$ cat src/hdl/pcdg_pkg.sv
// pcdg_pkg: shared constants and carriers for the pwm clock/dead-time block
// assumes a single 50 MHz clock; all timing is counted in clock_in cycles
package pcdg_pkg;
    // ----------------------------------------------------------------
    // sizes
    // ----------------------------------------------------------------
    localparam int PCDG_NUM_GEN = 4;
    localparam int PCDG_NUM_CH = 3;
    localparam int PCDG_NUM_LANE = 6;
    localparam int PCDG_CNT_W = 16;
    localparam int PCDG_POST_W = 12;
    localparam int PCDG_DT_W = 17;
    localparam int PCDG_GEN_SEL_W = 2;
    localparam int PCDG_CAR_W = 2;
    // ----------------------------------------------------------------
    // timing
    // ----------------------------------------------------------------
    localparam int PCDG_CLK_PERIOD_NS = 20;
    localparam int PCDG_DT_DEFAULT_NS = 124;
    // least time rounds up to whole cycles
    localparam int PCDG_DT_DEFAULT_CYC =
        (PCDG_DT_DEFAULT_NS + PCDG_CLK_PERIOD_NS - 1) / PCDG_CLK_PERIOD_NS;
    localparam logic [PCDG_DT_W-1:0] PCDG_DT_RESET =
        PCDG_DT_W'(PCDG_DT_DEFAULT_CYC);
    localparam logic [PCDG_CNT_W-1:0] PCDG_CNT_ZERO = 16'h0000;
    localparam logic [PCDG_CNT_W-1:0] PCDG_CNT_ONE = 16'h0001;
    localparam logic [PCDG_POST_W-1:0] PCDG_POST_ZERO = 12'h000;
    localparam logic [PCDG_POST_W-1:0] PCDG_POST_ONE = 12'h001;
    localparam logic [PCDG_DT_W-1:0] PCDG_DT_ZERO = 17'h00000;
    localparam logic [PCDG_DT_W-1:0] PCDG_DT_ONE = 17'h00001;
    localparam logic [PCDG_GEN_SEL_W-1:0] PCDG_FIRST_GEN = 2'h0;
    // ----------------------------------------------------------------
    // carrier shapes
    // ----------------------------------------------------------------
    typedef enum logic [PCDG_CAR_W-1:0] {
        PCDG_CAR_SAW_UP,
        PCDG_CAR_SAW_DOWN,
        PCDG_CAR_TRI,
        PCDG_CAR_TRI_INV
    } pcdg_carrier_type;
    // clock generator configuration, taken at the end of each period
    typedef struct packed {
        logic [PCDG_CNT_W-1:0] prescale;
        logic [PCDG_CNT_W-1:0] period;
        logic [PCDG_POST_W-1:0] postscale;
    } pcdg_gen_cfg_type;
    // modulator parameters
    typedef struct packed {
        logic [PCDG_CNT_W-1:0] duty;
        logic [PCDG_CNT_W-1:0] phase;
        pcdg_carrier_type carrier;
        logic double_update;
        logic [PCDG_GEN_SEL_W-1:0] gen_sel;
    } pcdg_mod_cfg_type;
endpackage : pcdg_pkg

$ cat src/hdl/pcdg_top.sv
// pcdg_top: clock generators, carrier modulators, sandbox path, dead time
// and fault fault_line_a for a three-leg gate drive
// assumes all inputs synchronous to clock_in and config set by software
`timescale 1ns/1ns

module pcdg_top
    import pcdg_pkg::*;
#(
    parameter int NUM_GEN = PCDG_NUM_GEN,
    parameter int NUM_CH = PCDG_NUM_CH
) (
    // clock and reset
    input wire logic clock_in,
    input wire logic nrst_in,
    // clock generators
    input wire pcdg_gen_cfg_type [NUM_GEN-1:0] gen_cfg_in,
    input wire logic sync_in,
    output logic [NUM_GEN-1:0] gen_irq_out,
    output logic [NUM_GEN-1:0] gen_tick_out,
    // sampling clock and averaging
    input wire logic [PCDG_GEN_SEL_W-1:0] adc_gen_sel_in,
    input wire logic avg_disable_in,
    output logic avg_enable_out,
    output logic adc_sample_out,
    // modulators
    input wire pcdg_mod_cfg_type [NUM_CH-1:0] mod_cfg_in,
    input wire logic pwm_enable_in,
    // sandbox path
    input wire logic sandbox_select_in,
    input wire logic sandbox_bypass_in,
    input wire logic [PCDG_NUM_LANE-1:0] sandbox_lanes_in,
    // dead time in clock cycles
    input wire logic [PCDG_DT_W-1:0] dead_time_in,
    input wire logic dead_time_load_in,
    // fault fault_line_a
    input wire logic fault_line_a_in,
    input wire logic internal_fault_in,
    input wire logic fault_clear_in,
    output logic fault_line_a_out,
    output logic fault_active_out,
    // gate lanes
    output logic [PCDG_NUM_LANE-1:0] lanes_out
);
    // ----------------------------------------------------------------
    // clock generators
    // ----------------------------------------------------------------
    logic [NUM_GEN-1:0] tick;
    logic [NUM_GEN-1:0] irq;

    // one instance each so every time base is independent
    for (genvar g = 0; g < NUM_GEN; g++) begin : gen_clk
        pcdg_clock_gen u_gen (
            .clock_in(clock_in),
            .nrst_in(nrst_in),
            .cfg_in(gen_cfg_in[g]),
            .sync_in(sync_in),
            .tick_out(tick[g]),
            .irq_out(irq[g])
        );
    end

    // ----------------------------------------------------------------
    // sampling and averaging
    // ----------------------------------------------------------------
    logic next_avg;
    logic next_sample;

    // averaging only works on the first generator's time base
    always_comb begin
        next_avg = !avg_disable_in
            && (adc_gen_sel_in == PCDG_FIRST_GEN);
        next_sample = tick[adc_gen_sel_in];
    end

    always_ff @(posedge clock_in or negedge nrst_in) begin
        if (!nrst_in) begin
            avg_enable_out <= 1'b1; // on by default
            adc_sample_out <= 1'b0;
            gen_irq_out <= '0;
            gen_tick_out <= '0;
        end else begin
            avg_enable_out <= next_avg;
            adc_sample_out <= next_sample;
            gen_irq_out <= irq;
            gen_tick_out <= tick;
        end
    end

    // ----------------------------------------------------------------
    // carrier modulators
    // ----------------------------------------------------------------
    logic [NUM_CH-1:0][PCDG_CNT_W-1:0] car;
    logic [NUM_CH-1:0][PCDG_CNT_W-1:0] next_car;
    logic [NUM_CH-1:0] dir_down;
    logic [NUM_CH-1:0] next_dir_down;
    logic [NUM_CH-1:0][PCDG_CNT_W-1:0] duty;
    logic [NUM_CH-1:0][PCDG_CNT_W-1:0] next_duty;
    logic [NUM_CH-1:0] mod_hi;
    logic [NUM_CH-1:0] next_mod_hi;

    // the carrier steps each tick of its generator; a saw period is 65536
    // ticks, a triangle 131070; phase offsets compare point; duty is shadowed
    always_comb begin
        next_car = car;
        next_dir_down = dir_down;
        next_duty = duty;
        next_mod_hi = mod_hi;
        for (int c = 0; c < NUM_CH; c++) begin
            if (tick[mod_cfg_in[c].gen_sel]) begin
                next_car[c] = car[c] + PCDG_CNT_ONE; // 16-bit
                case (mod_cfg_in[c].carrier) // four shapes
                    PCDG_CAR_SAW_UP, PCDG_CAR_SAW_DOWN: begin
                        next_dir_down[c] = 1'b0;
                        // saw reloads once, at the wrap
                        if (car[c] == '1) begin
                            next_duty[c] = mod_cfg_in[c].duty;
                        end
                    end
                    PCDG_CAR_TRI, PCDG_CAR_TRI_INV: begin
                        if (!dir_down[c] && car[c] == '1) begin
                            next_dir_down[c] = 1'b1;
                            next_car[c] = car[c] - PCDG_CNT_ONE;
                            // double rate also loads at the peak
                            if (mod_cfg_in[c].double_update) begin
                                next_duty[c] = mod_cfg_in[c].duty;
                            end
                        end else if (dir_down[c]) begin
                            next_car[c] = car[c] - PCDG_CNT_ONE;
                            if (car[c] == PCDG_CNT_ONE) begin
                                next_dir_down[c] = 1'b0;
                                next_duty[c] = mod_cfg_in[c].duty;
                            end
                        end
                    end
                    default: begin
                        next_dir_down[c] = 1'b0;
                    end
                endcase
            end
            case (mod_cfg_in[c].carrier)
                PCDG_CAR_SAW_DOWN, PCDG_CAR_TRI_INV: begin
                    next_mod_hi[c] =
                        (PCDG_CNT_W'(car[c] + mod_cfg_in[c].phase)) >= duty[c];
                end
                default: begin
                    next_mod_hi[c] =
                        (PCDG_CNT_W'(car[c] + mod_cfg_in[c].phase)) < duty[c];
                end
            endcase
        end
    end

    always_ff @(posedge clock_in or negedge nrst_in) begin
        if (!nrst_in) begin
            car <= '0;
            dir_down <= '0;
            duty <= '0;
            mod_hi <= '0;
        end else begin
            car <= next_car;
            dir_down <= next_dir_down;
            duty <= next_duty;
            mod_hi <= next_mod_hi;
        end
    end

    // ----------------------------------------------------------------
    // source select and dead time
    // ----------------------------------------------------------------
    logic [PCDG_DT_W-1:0] dead_time;
    logic [PCDG_DT_W-1:0] next_dead_time;
    logic [PCDG_NUM_LANE-1:0] src;
    logic [PCDG_NUM_LANE-1:0] dt_lanes;
    logic [PCDG_NUM_LANE-1:0] pre_lanes;

    // dead time is held so a mid-pulse input change cannot shorten it
    always_comb begin
        next_dead_time = dead_time;
        if (dead_time_load_in) begin
            next_dead_time = (dead_time_in == PCDG_DT_ZERO) ?
                PCDG_DT_ONE : dead_time_in; // at least one step
        end
        for (int c = 0; c < NUM_CH; c++) begin
            // complementary pair of the modulator
            src[2*c] = sandbox_select_in ? sandbox_lanes_in[2*c] : mod_hi[c];
            src[2*c+1] = sandbox_select_in ? sandbox_lanes_in[2*c+1]
                : !mod_hi[c];
        end
        // bypass only for the sandbox source
        pre_lanes = (sandbox_select_in && sandbox_bypass_in) ?
            sandbox_lanes_in : dt_lanes;
    end

    always_ff @(posedge clock_in or negedge nrst_in) begin
        if (!nrst_in) begin
            dead_time <= PCDG_DT_RESET; // default
        end else begin
            dead_time <= next_dead_time;
        end
    end

    for (genvar p = 0; p < NUM_CH; p++) begin : gen_dt
        pcdg_dead_time u_dt (
            .clock_in(clock_in),
            .nrst_in(nrst_in),
            .hi_in(src[2*p]),
            .lo_in(src[2*p+1]),
            .dt_in(dead_time),
            .hi_out(dt_lanes[2*p]),
            .lo_out(dt_lanes[2*p+1])
        );
    end

    // ----------------------------------------------------------------
    // fault fault_line_a and lane drive
    // ----------------------------------------------------------------
    logic fault;
    logic next_fault;
    logic [PCDG_NUM_LANE-1:0] next_lanes;

    // a fault arriving with the clear wins, so none is lost
    always_comb begin
        next_fault = fault;
        if (fault_clear_in) begin
            next_fault = 1'b0;
        end
        if (fault_line_a_in || internal_fault_in) begin
            next_fault = 1'b1;
        end
        next_lanes = pre_lanes;
        if (next_fault || !pwm_enable_in) begin
            next_lanes = '0;
        end
    end

    always_ff @(posedge clock_in or negedge nrst_in) begin
        if (!nrst_in) begin
            fault <= 1'b0;
            fault_active_out <= 1'b0;
            fault_line_a_out <= 1'b0;
            lanes_out <= '0;
        end else begin
            fault <= next_fault;
            fault_active_out <= next_fault;
            fault_line_a_out <= internal_fault_in; // tell others
            lanes_out <= next_lanes;
        end
    end

    a_fault_blocks: assert property (
        @(posedge clock_in) disable iff (!nrst_in)
        (fault_line_a_in || internal_fault_in) |=> lanes_out == '0)
        else $error("lanes not blocked on fault");
    a_fault_holds: assert property (
        @(posedge clock_in) disable iff (!nrst_in)
        (fault && !fault_clear_in) |=> fault_active_out && lanes_out == '0)
        else $error("fault released without clear");
    a_avg_first: assert property (
        @(posedge clock_in) disable iff (!nrst_in)
        (adc_gen_sel_in != PCDG_FIRST_GEN) |=> !avg_enable_out)
        else $error("averaging on other generator");
    a_fault_out: assert property (
        @(posedge clock_in) disable iff (!nrst_in)
        internal_fault_in |=> fault_line_a_out)
        else $error("internal fault not signalled");
    a_dt_floor: assert property (
        @(posedge clock_in) disable iff (!nrst_in)
        dead_time != PCDG_DT_ZERO)
        else $error("dead time zero");
    // lanes fed through the dead-time stage never close both switches
    // of one leg; only the sandbox bypass is left to the user
    a_leg_exclusive: assert property (
        @(posedge clock_in) disable iff (!nrst_in)
        !$past(sandbox_select_in && sandbox_bypass_in)
        |-> (lanes_out[1:0] != 2'h3 && lanes_out[3:2] != 2'h3
            && lanes_out[5:4] != 2'h3))
        else $error("both switches of a leg on");
    // the sampling strobe follows the selected generator's tick
    a_sample_sel: assert property (
        @(posedge clock_in) disable iff (!nrst_in)
        $stable(adc_gen_sel_in)
        |-> adc_sample_out == gen_tick_out[adc_gen_sel_in])
        else $error("sample strobe off its generator");
    // an interrupt pulse only ever comes with its period tick
    a_irq_with_tick: assert property (
        @(posedge clock_in) disable iff (!nrst_in)
        (gen_irq_out & ~gen_tick_out) == '0)
        else $error("interrupt without tick");
endmodule : pcdg_top

$ cat src/hdl/pcdg_clock_gen.sv
// pcdg_clock_gen: one clock generator (prescaler, period, postscaler)
// assumes config inputs are static or change only between pulses
`timescale 1ns/1ns
module pcdg_clock_gen
    import pcdg_pkg::*;
(
    // clock and reset
    input wire logic clock_in,
    input wire logic nrst_in,
    // configuration
    input wire pcdg_gen_cfg_type cfg_in,
    input wire logic sync_in,
    // time base outputs
    output logic tick_out,
    output logic irq_out
);
    pcdg_gen_cfg_type act;
    pcdg_gen_cfg_type next_act;
    logic [PCDG_CNT_W-1:0] pre;
    logic [PCDG_CNT_W-1:0] next_pre;
    logic [PCDG_CNT_W-1:0] cnt;
    logic [PCDG_CNT_W-1:0] next_cnt;
    logic [PCDG_POST_W-1:0] post;
    logic [PCDG_POST_W-1:0] next_post;
    logic next_tick;
    logic next_irq;

    // ----------------------------------------------------------------
    // counting
    // ----------------------------------------------------------------
    // new settings are only taken at the period wrap so no short pulse
    always_comb begin
        next_act = act;
        next_pre = pre + PCDG_CNT_ONE;
        next_cnt = cnt;
        next_post = post;
        next_tick = 1'b0;
        next_irq = 1'b0;
        if (sync_in) begin // phase align to the master
            next_pre = PCDG_CNT_ZERO;
            next_cnt = PCDG_CNT_ZERO;
            next_post = PCDG_POST_ZERO;
        end else if (pre >= act.prescale) begin // 16-bit prescaler
            next_pre = PCDG_CNT_ZERO;
            next_cnt = cnt + PCDG_CNT_ONE;
            if (cnt >= act.period) begin
                next_cnt = PCDG_CNT_ZERO;
                next_tick = 1'b1; // pwm reference
                next_act = cfg_in; // glitch-free reload
                if (post >= act.postscale) begin // 0..4095
                    next_post = PCDG_POST_ZERO;
                    next_irq = 1'b1; // interrupt request
                end else begin
                    next_post = post + PCDG_POST_ONE;
                end
            end
        end
    end

    always_ff @(posedge clock_in or negedge nrst_in) begin
        if (!nrst_in) begin
            act <= '0;
            pre <= PCDG_CNT_ZERO;
            cnt <= PCDG_CNT_ZERO;
            post <= PCDG_POST_ZERO;
            tick_out <= 1'b0;
            irq_out <= 1'b0;
        end else begin
            act <= next_act;
            pre <= next_pre;
            cnt <= next_cnt;
            post <= next_post;
            tick_out <= next_tick;
            irq_out <= next_irq;
        end
    end

    // a reload must not squeeze in an extra pulse; only a one-cycle
    // period may tick on back-to-back cycles
    a_tick_single: assert property (
        @(posedge clock_in) disable iff (!nrst_in)
        tick_out && (act.prescale != PCDG_CNT_ZERO
            || act.period != PCDG_CNT_ZERO) |=> !tick_out)
        else $error("tick longer than one cycle");
    a_irq_on_tick: assert property (
        @(posedge clock_in) disable iff (!nrst_in)
        irq_out |-> tick_out)
        else $error("irq without period tick");
endmodule : pcdg_clock_gen

$ cat src/hdl/pcdg_dead_time.sv
// pcdg_dead_time: dead-time insertion for one high/low lane pair
// assumes hi/lo requests are synchronous; only rising edges are delayed
`timescale 1ns/1ns
module pcdg_dead_time
    import pcdg_pkg::*;
(
    // clock and reset
    input wire logic clock_in,
    input wire logic nrst_in,
    // pair request and dead time in cycles
    input wire logic hi_in,
    input wire logic lo_in,
    input wire logic [PCDG_DT_W-1:0] dt_in,
    // gated pair
    output logic hi_out,
    output logic lo_out
);
    logic [PCDG_DT_W-1:0] cnt_hi;
    logic [PCDG_DT_W-1:0] next_cnt_hi;
    logic [PCDG_DT_W-1:0] cnt_lo;
    logic [PCDG_DT_W-1:0] next_cnt_lo;
    logic next_hi;
    logic next_lo;

    // ----------------------------------------------------------------
    // rising edge delay
    // ----------------------------------------------------------------
    // a request must hold for dt cycles before the output rises, so a
    // pulse shorter than the dead time never appears
    always_comb begin
        next_cnt_hi = PCDG_DT_ZERO;
        next_cnt_lo = PCDG_DT_ZERO;
        next_hi = 1'b0;
        next_lo = 1'b0;
        if (hi_in && !lo_in) begin
            if (cnt_hi >= dt_in) begin
                next_hi = 1'b1; // delayed rise
                next_cnt_hi = cnt_hi;
            end else begin
                next_cnt_hi = cnt_hi + PCDG_DT_ONE;
            end
        end
        if (lo_in && !hi_in) begin
            if (cnt_lo >= dt_in) begin
                next_lo = 1'b1; // delayed rise
                next_cnt_lo = cnt_lo;
            end else begin
                next_cnt_lo = cnt_lo + PCDG_DT_ONE;
            end
        end
    end

    // falls pass after one register stage, undelayed by the dead time
    always_ff @(posedge clock_in or negedge nrst_in) begin
        if (!nrst_in) begin
            cnt_hi <= PCDG_DT_ZERO;
            cnt_lo <= PCDG_DT_ZERO;
            hi_out <= 1'b0;
            lo_out <= 1'b0;
        end else begin
            cnt_hi <= next_cnt_hi;
            cnt_lo <= next_cnt_lo;
            hi_out <= next_hi;
            lo_out <= next_lo;
        end
    end

    a_no_overlap: assert property (
        @(posedge clock_in) disable iff (!nrst_in)
        !(hi_out && lo_out))
        else $error("both sides on");
    a_fall_fast: assert property (
        @(posedge clock_in) disable iff (!nrst_in)
        (hi_out && !hi_in) |=> !hi_out)
        else $error("fall delayed");
    a_rise_wait: assert property (
        @(posedge clock_in) disable iff (!nrst_in)
        $rose(hi_out) |-> $past(cnt_hi) >= $past(dt_in))
        else $error("rise before dead time");
endmodule : pcdg_dead_time

$ cat config.mk
export PLATFORM = sky130hd
export DESIGN_NAME = pcdg_top
export DESIGN_NICKNAME = d
export VERILOG_FILES = /design/src/hdl/pcdg_pkg.sv /design/src/hdl/pcdg_top.sv /design/src/hdl/pcdg_clock_gen.sv /design/src/hdl/pcdg_dead_time.sv
export SDC_FILE = /design/constraint.sdc
export NUM_CORES = 2
export LEC_CHECK = 0
export ABC_AREA = 1
export BUFFER_PORTS_ARGS = -buffer_cell sky130_fd_sc_hd__buf_2
export CORE_UTILIZATION = 30
export DETAILED_ROUTE_END_ITERATION = 6
export GPL_TIMING_DRIVEN = 0
export HOLD_SLACK_MARGIN = 0.03
export PLACE_DENSITY = 0.43
export SLEW_MARGIN = 10
export SYNTH_ARGS = -nofsm -noshare
export SYNTH_HDL_FRONTEND = slang
export SYNTH_HIERARCHICAL = 1
export SYNTH_SLANG_ARGS = --single-unit
$ cat constraint.sdc
create_clock -name clock_in -period 3.1 [get_ports clock_in]
set_input_delay 0.31 -clock clock_in [delete_from_list [all_inputs] [get_ports clock_in]]
set_output_delay 0.31 -clock clock_in [all_outputs]
set_load 0.1 [all_outputs]
==> impl_metrics.py <==
metrics = {
    "status": {
        "status": "complete, no violations",
    },
    "global_route": {
        "grt_pass1_wl_mm": 221.6,
        "grt_overflow_total": 0,
        "track_usage": 0.1877,
        "grt_max_degree": 95,
        "grt_pass1_vias": 40160,
        "antenna_found_initial": 24,
    },
    "worst_setup_path": {
        "crit_chain": "ha_1, a21oi_1, o21ai_0, a211oi_1, nand2_1, nand2_1, nand2_1, ha_1, nand2_1, inv_1, o21ai_0, nand2_1, a21oi_1, nand2_1, nand2_1, nand2_1",
        "cp-end-kind": "register",
        "critPathLaunchType": "register",
        "required_ps": 3670,
        "arrival_ps": 3460,
        "slowest_delay_ps": 490,
        "cp_top_family": "compound AO/OA/AOI/OAI gates",
        "worstReg2RegStart": "car[8]",
        "critical_path_class": "reg -> reg",
        "worst_path_max_delay_cell": "dfrtp_1",
        "critPathBufInv": 1,
        "crit_fanout": 7,
        "r2r_end": "mod_hi[0]",
        "r2r_slack_ps": 210,
        "crit_path_frequent_cell": "nand2_1",
        "worst_r2r_path_depth": 16,
    },
    "power_and_ir_drop": {
        "vdd_drop_max_mv": 0.4160,
        "power_leakage_nw": 27.83,
        "totalPowerFinal_w": 0.02708,
        "powerDensity_mw_per_mm2": 500.1,
    },
    "synthesis": {
        "yosys_warnings": 6,
        "ys_seq_area_frac": 0.3455,
        "synthesis.area_sq_mm": 0.04383,
        "synth_edf_count": 0,
        "ys_ff_latch": 605,
        "postSynth.asyncResetShare": 1.000,
        "syn_area_per_cell_sq_um": 7.215,
        "synthFlopType": "dfrtp_1",
        "synth_nets": 6799,
        "synthDistinctLibCells": 53,
        "synth_cells": 6075,
    },
    "cells_and_area": {
        "nets": 7512,
        "syn2layout_area_growth_pct": 23.56,
        "nFillCells": 15400,
        "final_cell_mix": "nand2_1, inv_1, nor2_1, dfrtp_1, nand3_1",
        "mostFrequentLayoutCell": "nand2_1",
        "post_route_cells_drive_above_1_share": 0.1232,
        "final_area_sq_mm": 0.05416,
        "final_util": 0.3752,
    },
    "die": {
        "num_io_pins": 341,
        "rows": 139,
        "start_util": 0.3036,
        "fp.dieH_um": 384.2,
        "dieArea_sq_mm": 0.1476,
        "fp.dieW_um": 384.2,
        "core_area_sq_mm": 0.1444,
    },
    "cts": {
        "clkLatencyLatePin_ps": 700,
        "path_clk_slew_ps": 60,
        "tritoncts": "yes",
        "clockBufferDepth": 3,
        "cts_buffers": 83,
        "cts_root_buffer": "clkbuf_16",
        "clkSinkCount": 605,
        "h-tree-depth": 3,
    },
    "timing": {
        "final-setup-viol-count": 0,
        "finalHoldViolations": 0,
        "finalCritPeriodShare": 0.9309,
        "clock_skew_ps": 44.64,
        "max_freq_mhz": 346.5,
        "drv_slew": 0,
        "relSlewSlack": 0.4752,
        "tightest_slew_ps": 787.2,
        "finalCriticalPeriod_ps": 2886,
    },
    "detailed_routing": {
        "ant_nets": 0,
        "drt_iter0_drc": 2006,
        "wl_per_cell_um": 15.76,
        "dr.pass1.iters": 5,
        "via_per_inst": 4.654,
        "vias": 40790,
        "drc": 0,
        "routed_wl_mm": 138.2,
    },
    "place": {
        "io_buffers": 338,
        "hpwl_mm": 105.7,
        "place.gp.congestion": 0.8467,
        "dpl_cell_area_sq_mm": 0.04811,
    },
    "job": {
        "maxCapViolCount": 0,
    },
    "min_path": {
        "hold_path_class": "in -> async",
    },
}
worst max-delay path by stage:
stage                    from                  endpoint  depth (start not counted)
2_1_floorplan         car[32]                 mod_hi[2]                         14
3_3_place_gp          nrst_in  gen_clk[0].u_gen/act[13]                          1
3_5_place_dp   mod_cfg_in[79]                 mod_hi[2]                         14
4_1_cts               car[32]                 mod_hi[2]                         13
5_1_grt               car[24]                 mod_hi[1]                         18
6_report               car[8]                 mod_hi[0]                         16
power by group:
part	internal, W	leakage, nW	total (W)	switching (W)
Sequential	0.00843	8.07	0.00909	0.000661
Combinational	0.00287	18.3	0.00753	0.00466
Clock	0.00629	1.44	0.0105	0.00417
cell families (layout without fill, tap and decap cells):
group | count (synthesis) | in the layout | share of synthesized area
fa+ha+maj | 401 | 401 | 0.1150
simple gates | 3485 | 3485 | 0.3515
compound gates | 426 | 426 | 0.05367
other cells | 0 | 5 | 0
xor+xnor | 249 | 249 | 0.04976
flops | 605 | 605 | 0.3455
buf+inv | 909 | 1691 | 0.08453
cell usage after synthesis, types with 17 or more instances:
master	count	area [sq um]
o21ai_1	27	135.1
nor2_1	606	2275
dfrtp_1	601	15040
buf_2	107	535.5
xnor2_1	43	376.6
a21oi_1	194	970.9
nand3_1	449	2247
nand2_1	1886	7079
nor2_2	23	143.9
nand4_1	304	1902
a21o_1	17	127.6
ha_1	398	4980
nand2_2	23	143.9
nor3_1	69	345.3
o21bai_1	28	210.2
xor2_1	206	1804
o21ai_0	123	615.6
inv_2	17	63.81
clkbuf_1	39	146.4
buf_4	18	135.1
inv_1	703	2639
nand3_2	55	550.5
layer usage:
layer / GRT usage / up-vias / share of wire
met5: 0 / - / 0.0011
met1: 0.2546 / 18820 / 0.48
met3: 0.02917 / 192 / 0.038
met2: 0.3086 / 641 / 0.46
met4: 0.04877 / 24 / 0.024
li1: - / 21110 / -
state kept, by name, summed over array words and instances (netlist names), 4 cells and up:
| signal | flops |
|---|---|
| gen_clk.u_gen/act | 176 |
| gen_tick_out | 4 |
| gen_irq_out | 4 |
| gen_clk.u_gen/pre | 64 |
| car | 48 |
| gen_clk.u_gen/cnt | 64 |
| gen_dt.u_dt/cnt_hi | 51 |
| gen_clk.u_gen/tick_out | 4 |
| lanes_out | 6 |
| dead_time | 17 |
| duty | 48 |
| gen_dt.u_dt/cnt_lo | 51 |
| gen_clk.u_gen/post | 48 |
| gen_clk.u_gen/irq_out | 4 |
final cells by class:
type	count	area, sq um	share of cell area
Multi-Input combinational cell	4561	25210	0.4655
Sequential cell	605	15160	0.2799
Timing Repair Buffer	628	4707	0.08691
Inverter	725	2721	0.05025
Clock buffer	113	2381	0.04396
Tap cell	1903	2381	0.04396
Buffer	184	983.4	0.01816
Clock inverter	41	605.6	0.01118
Antenna cell	5	12.51	0.0002310
what timing repair did:
item	4_1_cts	5_1_grt
pin swaps	0	8
gates resized for setup	5	53
hold buffers	275	0
hold endpoints to repair	466	0
setup buffers	0	8
setup endpoints to repair	2	2
per-stage QoR:
stage	instances	setup WS, ps	TNS, ps	hold slack, ps
2_1_floorplan	6075	412.6	0	14.41
3_3_place_gp	8316	-12800	-7647280	334.3
3_5_place_dp	8323	-669.4	-789.2	197.4
4_1_cts	8752	-33.50	-33.50	35.39
5_1_grt	8764	-4.785	-4.785	61.36
6_report	8765	214.3	0	93.07
Note: power is estimated with default switching activity, not from simulation.
